## config.mk

```make
export PLATFORM = sky130hd
export DESIGN_NAME = los_threshold_ranging_regs
export DESIGN_NICKNAME = d
export VERILOG_FILES = /design/src/hw/los_thr_pkg.sv /design/src/hw/los_threshold_ranging_regs.sv
export SDC_FILE = /design/constraint.sdc
export NUM_CORES = 1
export LEC_CHECK = 0
export ABC_AREA = 1
export BUFFER_PORTS_ARGS = -buffer_cell sky130_fd_sc_hd__buf_4
export CORE_UTILIZATION = 50
export DETAILED_ROUTE_END_ITERATION = 8
export PLACE_DENSITY = 0.77
export SYNTH_ARGS = -nofsm -noshare
export SYNTH_HDL_FRONTEND = slang
export SYNTH_SLANG_ARGS = --single-unit
```

## constraint.sdc

```tcl
create_clock -name ref_clk -period 11.61 [get_ports ref_clk]
set_clock_uncertainty 0.2 [all_clocks]
set_input_delay 0.5805 -clock ref_clk [delete_from_list [all_inputs] [get_ports ref_clk]]
set_output_delay 0.5805 -clock ref_clk [all_outputs]
set_load 0.02 [all_outputs]
```

## src/hw/los_thr_pkg.sv

```systemverilog
// What this block does
// RULE1: rx2 below low threshold sets low alarm
// RULE2: alarm holds until above high; then high
// RULE3: rx2 high threshold, eight bits, offset ba
// RULE4: rx2 low threshold, eight bits, offset bb
// RULE5: reads need factory, or user plus grant
// RULE6: threshold writes need fast compare off, password
// RULE7: ranging writes need password, ignore fast compare
// RULE8: three registers reset 00h, shared by both
// RULE9: offset b9 reserved, reads 00h
// RULE10: ranging bits 6:4 high, 2:0 low
// RULE11: ranging codes scale 1.25 v full scale
// RULE12: level equals code over 256 times scale
package los_thr_pkg;
   // register offsets
   localparam logic [7:0] RESERVED_B9_OFS = 8'hb9;
   localparam logic [7:0] RX2_HIGH_THR_OFS = 8'hba;
   localparam logic [7:0] RX2_LOW_THR_OFS = 8'hbb;
   localparam logic [7:0] RX1_RANGE_OFS = 8'hbc;
   // factory values
   localparam logic [7:0] THR_RESET = 8'h00;
   localparam logic [7:0] RANGE_RESET = 8'h00;
   localparam logic [7:0] RESERVED_VALUE = 8'h00;
   // ranging field layout
   localparam int RANGE_HIGH_LSB = 4;
   localparam int RANGE_LOW_LSB = 0;
   localparam logic [7:0] RANGE_WRITE_MASK = 8'h77;
   // full scale per ranging code, in units of 0.1 mv
   localparam logic [13:0] FS_CODE0 = 14'd12500;
   localparam logic [13:0] FS_CODE1 = 14'd10003;
   localparam logic [13:0] FS_CODE2 = 14'd8336;
   localparam logic [13:0] FS_CODE3 = 14'd6256;
   localparam logic [13:0] FS_CODE4 = 14'd5006;
   localparam logic [13:0] FS_CODE5 = 14'd4172;
   localparam logic [13:0] FS_CODE6 = 14'd3578;
   localparam logic [13:0] FS_CODE7 = 14'd3130;
   // threshold code divisor is 2^8
   localparam int THR_FRAC_BITS = 8;
endpackage

```

## src/hw/los_threshold_ranging_regs.sv

```systemverilog
`timescale 1ns/1ps
module los_threshold_ranging_regs (
   // clock and reset
   input wire logic ref_clk,
   input wire logic rst_b,
   // byte access port from the serial interface engine
   input wire logic [7:0] reg_addr,
   input wire logic reg_wr,
   input wire logic [7:0] reg_wdata,
   input wire logic reg_rd,
   output logic [7:0] reg_rdata_ff,
   output logic reg_rd_valid_ff,
   output logic reg_denied_ff,
   // security and mode levels
   input wire logic user_password_level,
   input wire logic factory_password_level,
   input wire logic table_two_rw_grant,
   input wire logic table_two_read_grant,
   input wire logic fast_compare_enable,
   // receiver two comparator
   input wire logic [7:0] rx2_signal_strength,
   output logic rx2_los_low_alarm_ff,
   output logic rx2_los_high_alarm_ff,
   // register contents to the analog side
   output logic [7:0] rx2_high_threshold_ff,
   output logic [7:0] rx2_low_threshold_ff,
   output logic [2:0] rx1_high_range_select_ff,
   output logic [2:0] rx1_low_range_select_ff,
   // receiver one threshold codes and resulting levels (0.1 mv units)
   input wire logic [7:0] rx1_high_threshold_code,
   input wire logic [7:0] rx1_low_threshold_code,
   output logic [13:0] rx1_high_level_ff,
   output logic [13:0] rx1_low_level_ff
);

   ////////////////////////////////////////////////////////////////////////////
   // helper functions

   // full scale for a ranging code
   function automatic logic [13:0] full_scale(input logic [2:0] code);
      logic [13:0] fs;
      fs = los_thr_pkg::FS_CODE0;
      unique case (code) // see RULE11
         3'h0: fs = los_thr_pkg::FS_CODE0;
         3'h1: fs = los_thr_pkg::FS_CODE1;
         3'h2: fs = los_thr_pkg::FS_CODE2;
         3'h3: fs = los_thr_pkg::FS_CODE3;
         3'h4: fs = los_thr_pkg::FS_CODE4;
         3'h5: fs = los_thr_pkg::FS_CODE5;
         3'h6: fs = los_thr_pkg::FS_CODE6;
         3'h7: fs = los_thr_pkg::FS_CODE7;
      endcase
      return fs;
   endfunction

   // comparison level from threshold code and range
   function automatic logic [13:0] level(input logic [7:0] thr, input logic [2:0] code);
      logic [21:0] prod;
      prod = 22'(thr) * 22'(full_scale(code));
      return prod[21:los_thr_pkg::THR_FRAC_BITS]; // see RULE12
   endfunction

   ////////////////////////////////////////////////////////////////////////////
   // access permission

   logic read_ok; // read allowed
   logic write_ok; // write allowed, before fast compare gating

   always_comb begin
      read_ok = factory_password_level |
         (user_password_level & (table_two_rw_grant | table_two_read_grant)); // see RULE5
      write_ok = factory_password_level | (user_password_level & table_two_rw_grant); // see RULE6 see RULE7
   end

   ////////////////////////////////////////////////////////////////////////////
   // register storage

   logic [7:0] nxt_rx2_high_threshold; // next high threshold
   logic [7:0] nxt_rx2_low_threshold; // next low threshold
   logic [7:0] range_ff; // ranging register, reserved bits held zero
   logic [7:0] nxt_range; // next ranging value
   logic thr_wr_ok; // threshold write accepted

   // write decode
   always_comb begin
      thr_wr_ok = reg_wr & write_ok & ~fast_compare_enable; // see RULE6
      nxt_rx2_high_threshold = rx2_high_threshold_ff;
      nxt_rx2_low_threshold = rx2_low_threshold_ff;
      nxt_range = range_ff;
      if (thr_wr_ok && reg_addr == los_thr_pkg::RX2_HIGH_THR_OFS) begin
         nxt_rx2_high_threshold = reg_wdata; // see RULE3
      end
      if (thr_wr_ok && reg_addr == los_thr_pkg::RX2_LOW_THR_OFS) begin
         nxt_rx2_low_threshold = reg_wdata; // see RULE4
      end
      // fast compare does not block ranging writes
      if (reg_wr && write_ok && reg_addr == los_thr_pkg::RX1_RANGE_OFS) begin
         nxt_range = reg_wdata & los_thr_pkg::RANGE_WRITE_MASK; // see RULE7 see RULE10
      end
   end

   // register the storage, factory values after reset
   always_ff @(posedge ref_clk or negedge rst_b) begin
      if (!rst_b) begin
         rx2_high_threshold_ff <= los_thr_pkg::THR_RESET; // see RULE8
         rx2_low_threshold_ff <= los_thr_pkg::THR_RESET;
         range_ff <= los_thr_pkg::RANGE_RESET;
      end else begin
         rx2_high_threshold_ff <= nxt_rx2_high_threshold;
         rx2_low_threshold_ff <= nxt_rx2_low_threshold;
         range_ff <= nxt_range;
      end
   end

   ////////////////////////////////////////////////////////////////////////////
   // read path

   logic [7:0] nxt_reg_rdata; // next read data
   logic nxt_reg_denied; // next denied flag

   // read mux, zero when refused or unmapped
   always_comb begin
      nxt_reg_rdata = 8'h00;
      nxt_reg_denied = 1'b0;
      if (reg_rd && !read_ok) begin
         nxt_reg_denied = 1'b1; // see RULE5
      end else if (reg_rd) begin
         unique case (reg_addr)
            los_thr_pkg::RESERVED_B9_OFS: nxt_reg_rdata = los_thr_pkg::RESERVED_VALUE; // see RULE9
            los_thr_pkg::RX2_HIGH_THR_OFS: nxt_reg_rdata = rx2_high_threshold_ff;
            los_thr_pkg::RX2_LOW_THR_OFS: nxt_reg_rdata = rx2_low_threshold_ff;
            los_thr_pkg::RX1_RANGE_OFS: nxt_reg_rdata = range_ff;
            default: nxt_reg_rdata = 8'h00;
         endcase
      end
   end

   // register the read answer
   always_ff @(posedge ref_clk or negedge rst_b) begin
      if (!rst_b) begin
         reg_rdata_ff <= 8'h00;
         reg_rd_valid_ff <= 1'b0;
         reg_denied_ff <= 1'b0;
      end else begin
         reg_rdata_ff <= nxt_reg_rdata;
         reg_rd_valid_ff <= reg_rd;
         reg_denied_ff <= nxt_reg_denied;
      end
   end

   ////////////////////////////////////////////////////////////////////////////
   // receiver two hysteresis comparator

   logic nxt_low_alarm; // next low alarm
   logic nxt_high_alarm; // next high alarm
   logic below_low; // strength under low threshold
   logic above_high; // strength over high threshold

   // below low wins if the thresholds overlap
   always_comb begin
      below_low = rx2_signal_strength < rx2_low_threshold_ff;
      above_high = rx2_signal_strength > rx2_high_threshold_ff;
      nxt_low_alarm = rx2_los_low_alarm_ff;
      nxt_high_alarm = rx2_los_high_alarm_ff;
      if (below_low) begin
         nxt_low_alarm = 1'b1; // see RULE1
         nxt_high_alarm = 1'b0;
      end else if (above_high) begin
         nxt_low_alarm = 1'b0; // see RULE2
         nxt_high_alarm = 1'b1;
      end
   end

   // register the alarms
   always_ff @(posedge ref_clk or negedge rst_b) begin
      if (!rst_b) begin
         rx2_los_low_alarm_ff <= 1'b0;
         rx2_los_high_alarm_ff <= 1'b0;
      end else begin
         rx2_los_low_alarm_ff <= nxt_low_alarm;
         rx2_los_high_alarm_ff <= nxt_high_alarm;
      end
   end

   ////////////////////////////////////////////////////////////////////////////
   // receiver one ranging and levels

   logic [2:0] nxt_high_sel; // high range field
   logic [2:0] nxt_low_sel; // low range field
   logic [13:0] nxt_high_level; // next high level
   logic [13:0] nxt_low_level; // next low level

   // split the fields and scale the thresholds
   always_comb begin
      nxt_high_sel = range_ff[los_thr_pkg::RANGE_HIGH_LSB +: 3]; // see RULE10
      nxt_low_sel = range_ff[los_thr_pkg::RANGE_LOW_LSB +: 3];
      nxt_high_level = level(rx1_high_threshold_code, range_ff[los_thr_pkg::RANGE_HIGH_LSB +: 3]); // see RULE12
      nxt_low_level = level(rx1_low_threshold_code, range_ff[los_thr_pkg::RANGE_LOW_LSB +: 3]);
   end

   // register fields and levels
   always_ff @(posedge ref_clk or negedge rst_b) begin
      if (!rst_b) begin
         rx1_high_range_select_ff <= 3'h0;
         rx1_low_range_select_ff <= 3'h0;
         rx1_high_level_ff <= 14'h0000;
         rx1_low_level_ff <= 14'h0000;
      end else begin
         rx1_high_range_select_ff <= nxt_high_sel;
         rx1_low_range_select_ff <= nxt_low_sel;
         rx1_high_level_ff <= nxt_high_level;
         rx1_low_level_ff <= nxt_low_level;
      end
   end

   ////////////////////////////////////////////////////////////////////////////
   // checks

   low_alarm_set_a: assert property ( // see RULE1
      @(posedge ref_clk) disable iff (!rst_b)
      (rx2_signal_strength < rx2_low_threshold_ff) |=> rx2_los_low_alarm_ff && !rx2_los_high_alarm_ff)
      else $error("low alarm not set below low threshold");

   high_alarm_set_a: assert property ( // see RULE2
      @(posedge ref_clk) disable iff (!rst_b)
      (rx2_signal_strength >= rx2_low_threshold_ff && rx2_signal_strength > rx2_high_threshold_ff)
      |=> rx2_los_high_alarm_ff && !rx2_los_low_alarm_ff)
      else $error("high alarm not set above high threshold");

   alarm_hold_a: assert property ( // see RULE2
      @(posedge ref_clk) disable iff (!rst_b)
      (rx2_signal_strength >= rx2_low_threshold_ff && rx2_signal_strength <= rx2_high_threshold_ff)
      |=> $stable(rx2_los_low_alarm_ff) && $stable(rx2_los_high_alarm_ff))
      else $error("alarm moved inside hysteresis band");

   high_thr_write_a: assert property ( // see RULE3
      @(posedge ref_clk) disable iff (!rst_b)
      (reg_wr && reg_addr == 8'hba && factory_password_level && !fast_compare_enable)
      |=> rx2_high_threshold_ff == $past(reg_wdata))
      else $error("high threshold write lost");

   low_thr_write_a: assert property ( // see RULE4
      @(posedge ref_clk) disable iff (!rst_b)
      (reg_wr && reg_addr == 8'hbb && user_password_level && table_two_rw_grant && !fast_compare_enable)
      |=> rx2_low_threshold_ff == $past(reg_wdata))
      else $error("low threshold write lost");

   fast_cmp_block_a: assert property ( // see RULE6
      @(posedge ref_clk) disable iff (!rst_b)
      (reg_wr && fast_compare_enable) |=> $stable(rx2_high_threshold_ff) && $stable(rx2_low_threshold_ff))
      else $error("threshold changed while fast compare on");

   range_write_a: assert property ( // see RULE7
      @(posedge ref_clk) disable iff (!rst_b)
      (reg_wr && reg_addr == 8'hbc && factory_password_level && fast_compare_enable)
      |=> ##1 rx1_high_range_select_ff == $past(reg_wdata[6:4], 2) && rx1_low_range_select_ff == $past(reg_wdata[2:0], 2))
      else $error("ranging write not taken");

   read_deny_a: assert property ( // see RULE5
      @(posedge ref_clk) disable iff (!rst_b)
      (reg_rd && !factory_password_level && !user_password_level)
      |=> reg_denied_ff && reg_rdata_ff == 8'h00 && reg_rd_valid_ff)
      else $error("read not refused without password");

   reserved_read_a: assert property ( // see RULE9
      @(posedge ref_clk) disable iff (!rst_b)
      (reg_rd && reg_addr == 8'hb9) |=> reg_rdata_ff == 8'h00)
      else $error("reserved location read nonzero");

   full_scale_a: assert property ( // see RULE11
      @(posedge ref_clk) disable iff (!rst_b)
      (range_ff[los_thr_pkg::RANGE_HIGH_LSB +: 3] == 3'h0 && rx1_high_threshold_code == 8'h80)
      |=> rx1_high_level_ff == 14'd6250)
      else $error("full scale level wrong for default code");

endmodule

```

==> results.md, run 1 <==
* Maximum clock path buffer count at 2
* Critical path buffers and inverters at 6
* Design Power at 1.53 mW
* Fin cells at 1610
* # resized after CTS at 0
* Commonest cells in the synthesized netlist: inv_1 (294), nand2_1 (214), nor2_1 (188)
* Flops & latches, synth at 68
* Antenna violation net count after detailed routing at 0
* Die Area at 0.0203 mm^2
* Overall routed net length at 24000 um
* Total track usage at 25.7%
* Worst VDD drop at 0.119 mV
* Via Count at 8359
* Final period util at 49.4%
* Slew Limit Fails at 0
* Layout cell share with drive strength beyond 1 at 11.3%
* Startpoint types: flop
* Worst Setup SP: range_ff[2]$_DFFE_PN0P_
* Critical path data required time at 11640 ps
* Placement Setup Slack at 5980 ps
* Max incr delay on CP at 830 ps
* Critical Path AT at 5770 ps
* Final setup margin at 5870 ps
* Yosys warns at 0
* Antenna violations before repair at 0
* Synth unique cells at 40
* Core area at 0.0190 mm^2
* Crit path time final at 5740 ps
* Clock Root Buffer: clkbuf_16
* Rel. slew slack at 40.3%
* Clock Pin Slew Worst Setup and Hold Paths at 60 ps
* Initial Util at 51.8%
* Synth Area per Inst at 7.99 um^2
* Status: finished clean
* Setup TNS at 0 ps
* Cell count after synthesis at 1233
* Die Y at 142 um
* CTS tree: yes
* Placer Congestion at 0.957
* FMAX at 174 MHz
* Crit end category: flop
* Unrepaired setup endpoints after global routing: false
* Seq/Total Area, Yosys at 17.3%
* Wire length on met2 at 11400 um
* N_diodes at 0
* Area leader, netlist: fa_1
* EDFF count, synth at 0
* Post-synthesis cell area at 0.00986 mm^2
* Cell count after placement at 1594
* Placed Area at 0.0110 mm^2
* Cts hold-fix bufs at 0
* Final Hold Violating Endpoints at 0
* Synth area leaders: fa_1 (29%), dfrtp_1 (17%), ha_1 (13%), inv_1 (11%), nand2_1 (8.2%)
* Wire length on met1 at 10300 um
* Hold WC Path Type: primary input to asynchronous set/reset pin
* WL/cell at 14.9 um
* I/O pins at 111
* Post-synth top flop: dfrtp_1
* # port buffers at 110
* TritonCTS Buffers at 9
* Num Clock Sinks at 68
* Finished layout cell area at 0.0113 mm^2
* Area Growth Syn to Fin at 14.3%
* Fin nets at 1642
* Top-area cell type share of the netlist area at 28.8%
* Reg-to-Reg Start: range_ff[2]$_DFFE_PN0P_
* # setup viols final at 0
* Hold_ws at 159 ps
* MaxCap Viol Count at 0
* CP cell instances: inv_6, nor2_1, inv_1, o21ai_0, inv_1, nor2_1, fa_1, fa_1, fa_1, inv_1, fa_1, inv_1, ha_1, nand2_1, inv_1, a21oi_1, o21ai_0, a21oi_1, nand2_1, nand2_1, nand2_1
* 1st-iter DRT viols at 509
* Simple-Gate Fraction of Synth Area at 19.3%
* Met3 WL at 1790 um
* Chip width at 142 um
* Reg2Reg Setup Slack at 5870 ps
* Synth Area in Compound Gates at 7.02%
* Critical path's top delay family: adder cells
* Worst slew pin tran at 895 ps
* Largest family of logic cells by synthesized area: adder cells
* Crit Path Max Fanout at 18
* Synthesized Nets at 1530
* Post-synth ARST share at 100%
* GRT Residual Overflow at 0
* Final Util at 59.2%
* Rows at 50
* H-tree depth at 3
* CP max stage cell: dfrtp_1
* Router iterations before antenna repair at 5
* Leakage power total at 6.27 nW
* CP Class: flop to flop
* Global-route wire length before repair at 40400 um
* Largest net degree at the start of global routing at 69
* Highest metal used: met4
* Most used cell, CP: inv_1
* Setup Fix Bufs, Post-CTS at 0
* Vias per cell at 5.19
* Pwr Density at 136 mW/mm^2
* Vias in the first global route at 8509
* Adder-cell share of the synthesized area at 42.3%
* DRC at 0
* Worst skew pair latency at 340 ps
* Mux share of post-synthesis cell area at 0%
* Final HPWL DP at 19700 um
* Most common cell in the netlist: inv_1
* Post-Synth XOR/XNOR Area at 1.96%
-- state kept, by name, indices dropped and copies added, names as in the netlist, 3 cells and up --
name                      count
range_ff                      6
reg_rdata_ff                  8
rx2_high_threshold_ff         8
rx1_low_level_ff             14
rx1_high_range_select_ff      3
rx2_low_threshold_ff          8
rx1_high_level_ff            14
rx1_low_range_select_ff       3
-- metal layers --
| metal | track usage [%] | vias to the layer above |
|---|---|---|
| li1 | - | 3944 |
| met1 | 33.5 | 4069 |
| met2 | 42.9 | 307 |
| met3 | 5.11 | 39 |
| met4 | 8.04 | 0 |
| met5 | 0 | - |
-- logic make-up (layout without fill, tap and decap cells) --
logic type,count (synthesis),after routing
AND/OR/NAND/NOR,468,468
buffers and inverters,312,429
adder cells (fa/ha/maj),248,248
AO/OA/AOI/OAI,115,115
flip-flops,68,68
XOR/XNOR,22,22
-- final timing paths --
path / cells past startpoint / end
max reg2reg: 21 / rx1_low_level_ff[11]$_DFF_PN0_
max: 21 / rx1_low_level_ff[11]$_DFF_PN0_
max in group asynchronous: 1 / rx1_low_range_select_ff[1]$_DFF_PN0_
min reg2reg: 2 / rx2_los_low_alarm_ff$_DFFE_PN0P_
min in group ref_clk: 1 / reg_rd_valid_ff$_DFF_PN0_
min: 1 / rx1_low_level_ff[0]$_DFF_PN0_
-- layout make-up --
cell class / count / area, um^2
clock buffer: 9 / 225
clock inverter: 7 / 81.3
fill: 1740 / 7750
inverter: 303 / 1150
multi-input combinational: 853 / 6960
sequential: 68 / 1700
tap: 260 / 325
timing repair buffer: 110 / 826
-- worst reg2reg max path, stage by stage, from the launching register on --
cell and delay [ps]:
dfrtp_1 830, inv_6 100, nor2_1 390, inv_1 210
o21ai_0 170, inv_1 210, nor2_1 180, fa_1 440
fa_1 500, fa_1 490, inv_1 50, fa_1 470
inv_1 50, ha_1 340, nand2_1 200, inv_1 80
a21oi_1 240, o21ai_0 120, a21oi_1 200, nand2_1 80
nand2_1 60, nand2_1 50
-- layout by cell type, fill, tap and decap left out, types with 3 or more instances in the layout --
cell type,count
buf_4,110
dfrtp_1,68
nand4_1,7
o21bai_1,6
nand2_2,12
clkbuf_16,9
nor2_4,3
clkinv_4,3
inv_1,294
nor3_1,5
inv_6,4
clkinv_1,5
a31oi_1,15
o22ai_1,5
o21ai_4,3
nor2_1,188
xnor2_1,4
xor2_1,18
ha_1,106
a21oi_1,36
a21o_1,4
o211ai_1,3
o21ai_0,33
nand3_1,31
nand2_1,214
fa_1,142
-- where the power goes --
group	internal (mW)	switching [mW]
clock	0.169	0.118
sequential	0.291	0.0232
combinational	0.350	0.580
total	0.811	0.721
Power figures use the tool's default switching activity.
==> inputs of run 2 (changes only) <==
- PLACE_DENSITY: 0.77 -> 0.8
- clock period: 11.61 -> 5.1 ns (I/O delays scaled with it)
==> run 2 against run 1 <==
  * Sequential cell count is the same
  * Cell count is 2.5% higher
  * Sequential power grew 130%
  * Critical path type unchanged
  * Critical path depth fell by 2
  * Highest routed layer unchanged
  * Via count up 2.2%
  * First-iteration DRC count rose by 0.79%
  * Worst setup slack worse by 5700 ps
  * Global-route usage up 0.74 points
  * Power rose by 140%
  * Hold slack got worse by 150 ps
  * Non-clock buffer count increased by 40
  * Critical endpoint is now rx1_low_level_ff[10]$_DFF_PN0_
  * Sequential share of layout area shrank 0.65 points
==> results.md, run 2 (synthesized netlist as in run 1, its figures left out) <==
* Pwr Density at 307 mW/mm^2 (+130%)
* CP Class: flop to flop
* I/O pins at 111 (unchanged)
* Placed Area at 0.0112 mm^2 (+1.8%)
* Core area at 0.0190 mm^2 (unchanged)
* Antenna violations before repair at 0 (unchanged)
* CTS tree: yes
* Vias in the first global route at 8857 (+4.1%)
* Slew Limit Fails at 0 (unchanged)
* Leakage power total at 6.46 nW (+3.1%)
* Placer Congestion at 0.962 (+0.52%)
* Placement Setup Slack at -32.9 ps (-6010 ps)
* Maximum clock path buffer count at 2 (unchanged)
* Rows at 50 (unchanged)
* Clock Root Buffer: clkbuf_16
* Largest net degree at the start of global routing at 69 (unchanged)
* Num Clock Sinks at 68 (unchanged)
* Rel. slew slack at 40.3% (about the same)
* Top Registers: rx1_high_level_ff: 14 flops, rx1_low_level_ff: 14 flops
* Total track usage at 26.4% (+0.74 points)
* Final Hold Violating Endpoints at 0 (unchanged)
* Vias per cell at 5.18 (-0.23%)
* Crit end category: flop
* Router iterations before antenna repair at 8 (+3)
* Area Growth Syn to Fin at 19.6%
* Setup TNS at 0 ps (unchanged)
* Via Count at 8547 (+2.2%)
* Chip width at 142 um (unchanged)
* Layout cell share with drive strength beyond 1 at 17.1% (+5.7 points)
* Status: finished clean
* Commonest non-fill, non-tap cell in the layout: inv_1
* WL/cell at 15.0 um (+0.55%)
* # port buffers at 110 (unchanged)
* Worst slew pin tran at 895 ps (-0.230 ps)
* DRC at 0 (unchanged)
* Fin nets at 1682 (+2.4%)
* Most frequent cells in the layout: inv_1 (284), nand2_1 (210), nor2_1 (175)
* MaxCap Viol Count at 0 (unchanged)
* GRT Residual Overflow at 0 (unchanged)
* Startpoint types: flop
* Worst VDD drop at 0.322 mV (+170%)
* FMAX at 202 MHz (+16%)
* Crit path time final at 4960 ps (-785 ps)
* Critical path data required time at 5130 ps (-6510 ps)
* Final period util at 97.2% (+48 points)
* Final setup margin at 144 ps (-5720 ps)
* Critical Path AT at 4980 ps (-790 ps)
* 1st-iter DRT viols at 513 (+0.79%)
* Clock Pin Slew Worst Setup and Hold Paths at 60 ps (about the same)
* Initial Util at 51.8% (unchanged)
* H-tree depth at 3 (unchanged)
* Worst skew pair latency at 350 ps (about the same)
* Antenna violation net count after detailed routing at 0 (unchanged)
* TritonCTS Buffers at 9 (unchanged)
* Unrepaired setup endpoints after global routing: true
* Hold WC Path Type: primary input to flop
* Die Y at 142 um (unchanged)
* Finished layout cell area at 0.0118 mm^2 (+4.6%)
* # setup viols final at 0 (unchanged)
* N_diodes at 0 (unchanged)
* Die Area at 0.0203 mm^2 (unchanged)
* Global-route wire length before repair at 41600 um (+3.0%)
* Final HPWL DP at 20200 um (+2.3%)
* Overall routed net length at 24800 um (+3.1%)
* Crit Path Max Fanout at 8 (-10)
* Fillers at 1644 (-5.5%)
## run 2: cell type report
type,count,area [um^2],area share [%]
multi-input cells,853,7160,60.8
clock inverters,7,81.3,0.690
inverters,303,1150,9.73
well taps,260,325,2.76
repair buffers,150,1140,9.68
flip-flops and latches,68,1700,14.5
clock buffers,9,225,1.91
## run 2: metrics by stage
step / cells / power (mW) / utilization [%] / hold slack (ps)
finish: 1650 / 3.62 / 62.0 / 5.88
global route: 1650 / 3.96 / 62.0 / 32.4
CTS: 1643 / 3.54 / 60.6 / 12.9
detailed placement: 1621 / 2.86 / 58.7 / 187
global placement: 1621 / 2.83 / 58.7 / 188
floorplan: 1233 / 2.21 / - / -241
## run 2: power by group
group          leakage (nW)  switching [mW]  internal [mW]
clock                 0.147           0.266          0.385
combinational          5.44            1.38          0.882
sequential            0.876          0.0483          0.663
total                  6.46            1.69           1.93
## run 2: per-layer routing
| metal | share of wire, % | GRT usage, % |
|---|---|---|
| met3 | 7.4 | 5.05 |
| met2 | 50 | 45.4 |
| met5 | 0 | 0 |
| met1 | 41 | 33.5 |
| met4 | 1.8 | 8.38 |
## run 2: critical path, cell delays in order (launching register included)
cell     delay (ps)
dfrtp_2         450
inv_6           110
nor2_1           60
buf_4           160
a21oi_1         370
inv_1           150
nand2_1         120
fa_1            400
fa_1            510
inv_1            50
fa_1            490
fa_1            430
ha_1            380
nand4_1         240
o21ai_4         260
nand2_2          70
nand2_2          90
nand3_1         120
nand3_1          90
nand2_1          70
## run 2: path summary, 6_finish.rpt
check	from	endpoint	slack, ps	cells after the start
worst max-delay path	range_ff[2]$_DFFE_PN0P_	rx1_low_level_ff[10]$_DFF_PN0_	140	19
worst max register to register	range_ff[2]$_DFFE_PN0P_	rx1_low_level_ff[10]$_DFF_PN0_	140	19
max in group asynchronous	rst_b	range_ff[6]$_DFFE_PN0P_	3690	2
min in group asynchronous	rst_b	rx1_low_level_ff[1]$_DFF_PN0_	390	2
worst min-delay path	reg_wdata[5]	rx2_high_threshold_ff[5]$_DFFE_PN0P_	6	3
worst min register to register	rx2_los_low_alarm_ff$_DFFE_PN0P_	rx2_los_low_alarm_ff$_DFFE_PN0P_	280	2
## run 2: timing repair
| action | CTS | global route |
|---|---|---|
| setup endpoints to repair | 2 | 20 |
| hold buffers | 6 | 0 |
| buffers inserted | 0 | 7 |
| pin swaps | 0 | 5 |
| endpoints found under the hold margin | 74 | 0 |
| gates resized for setup | 1 | 59 |
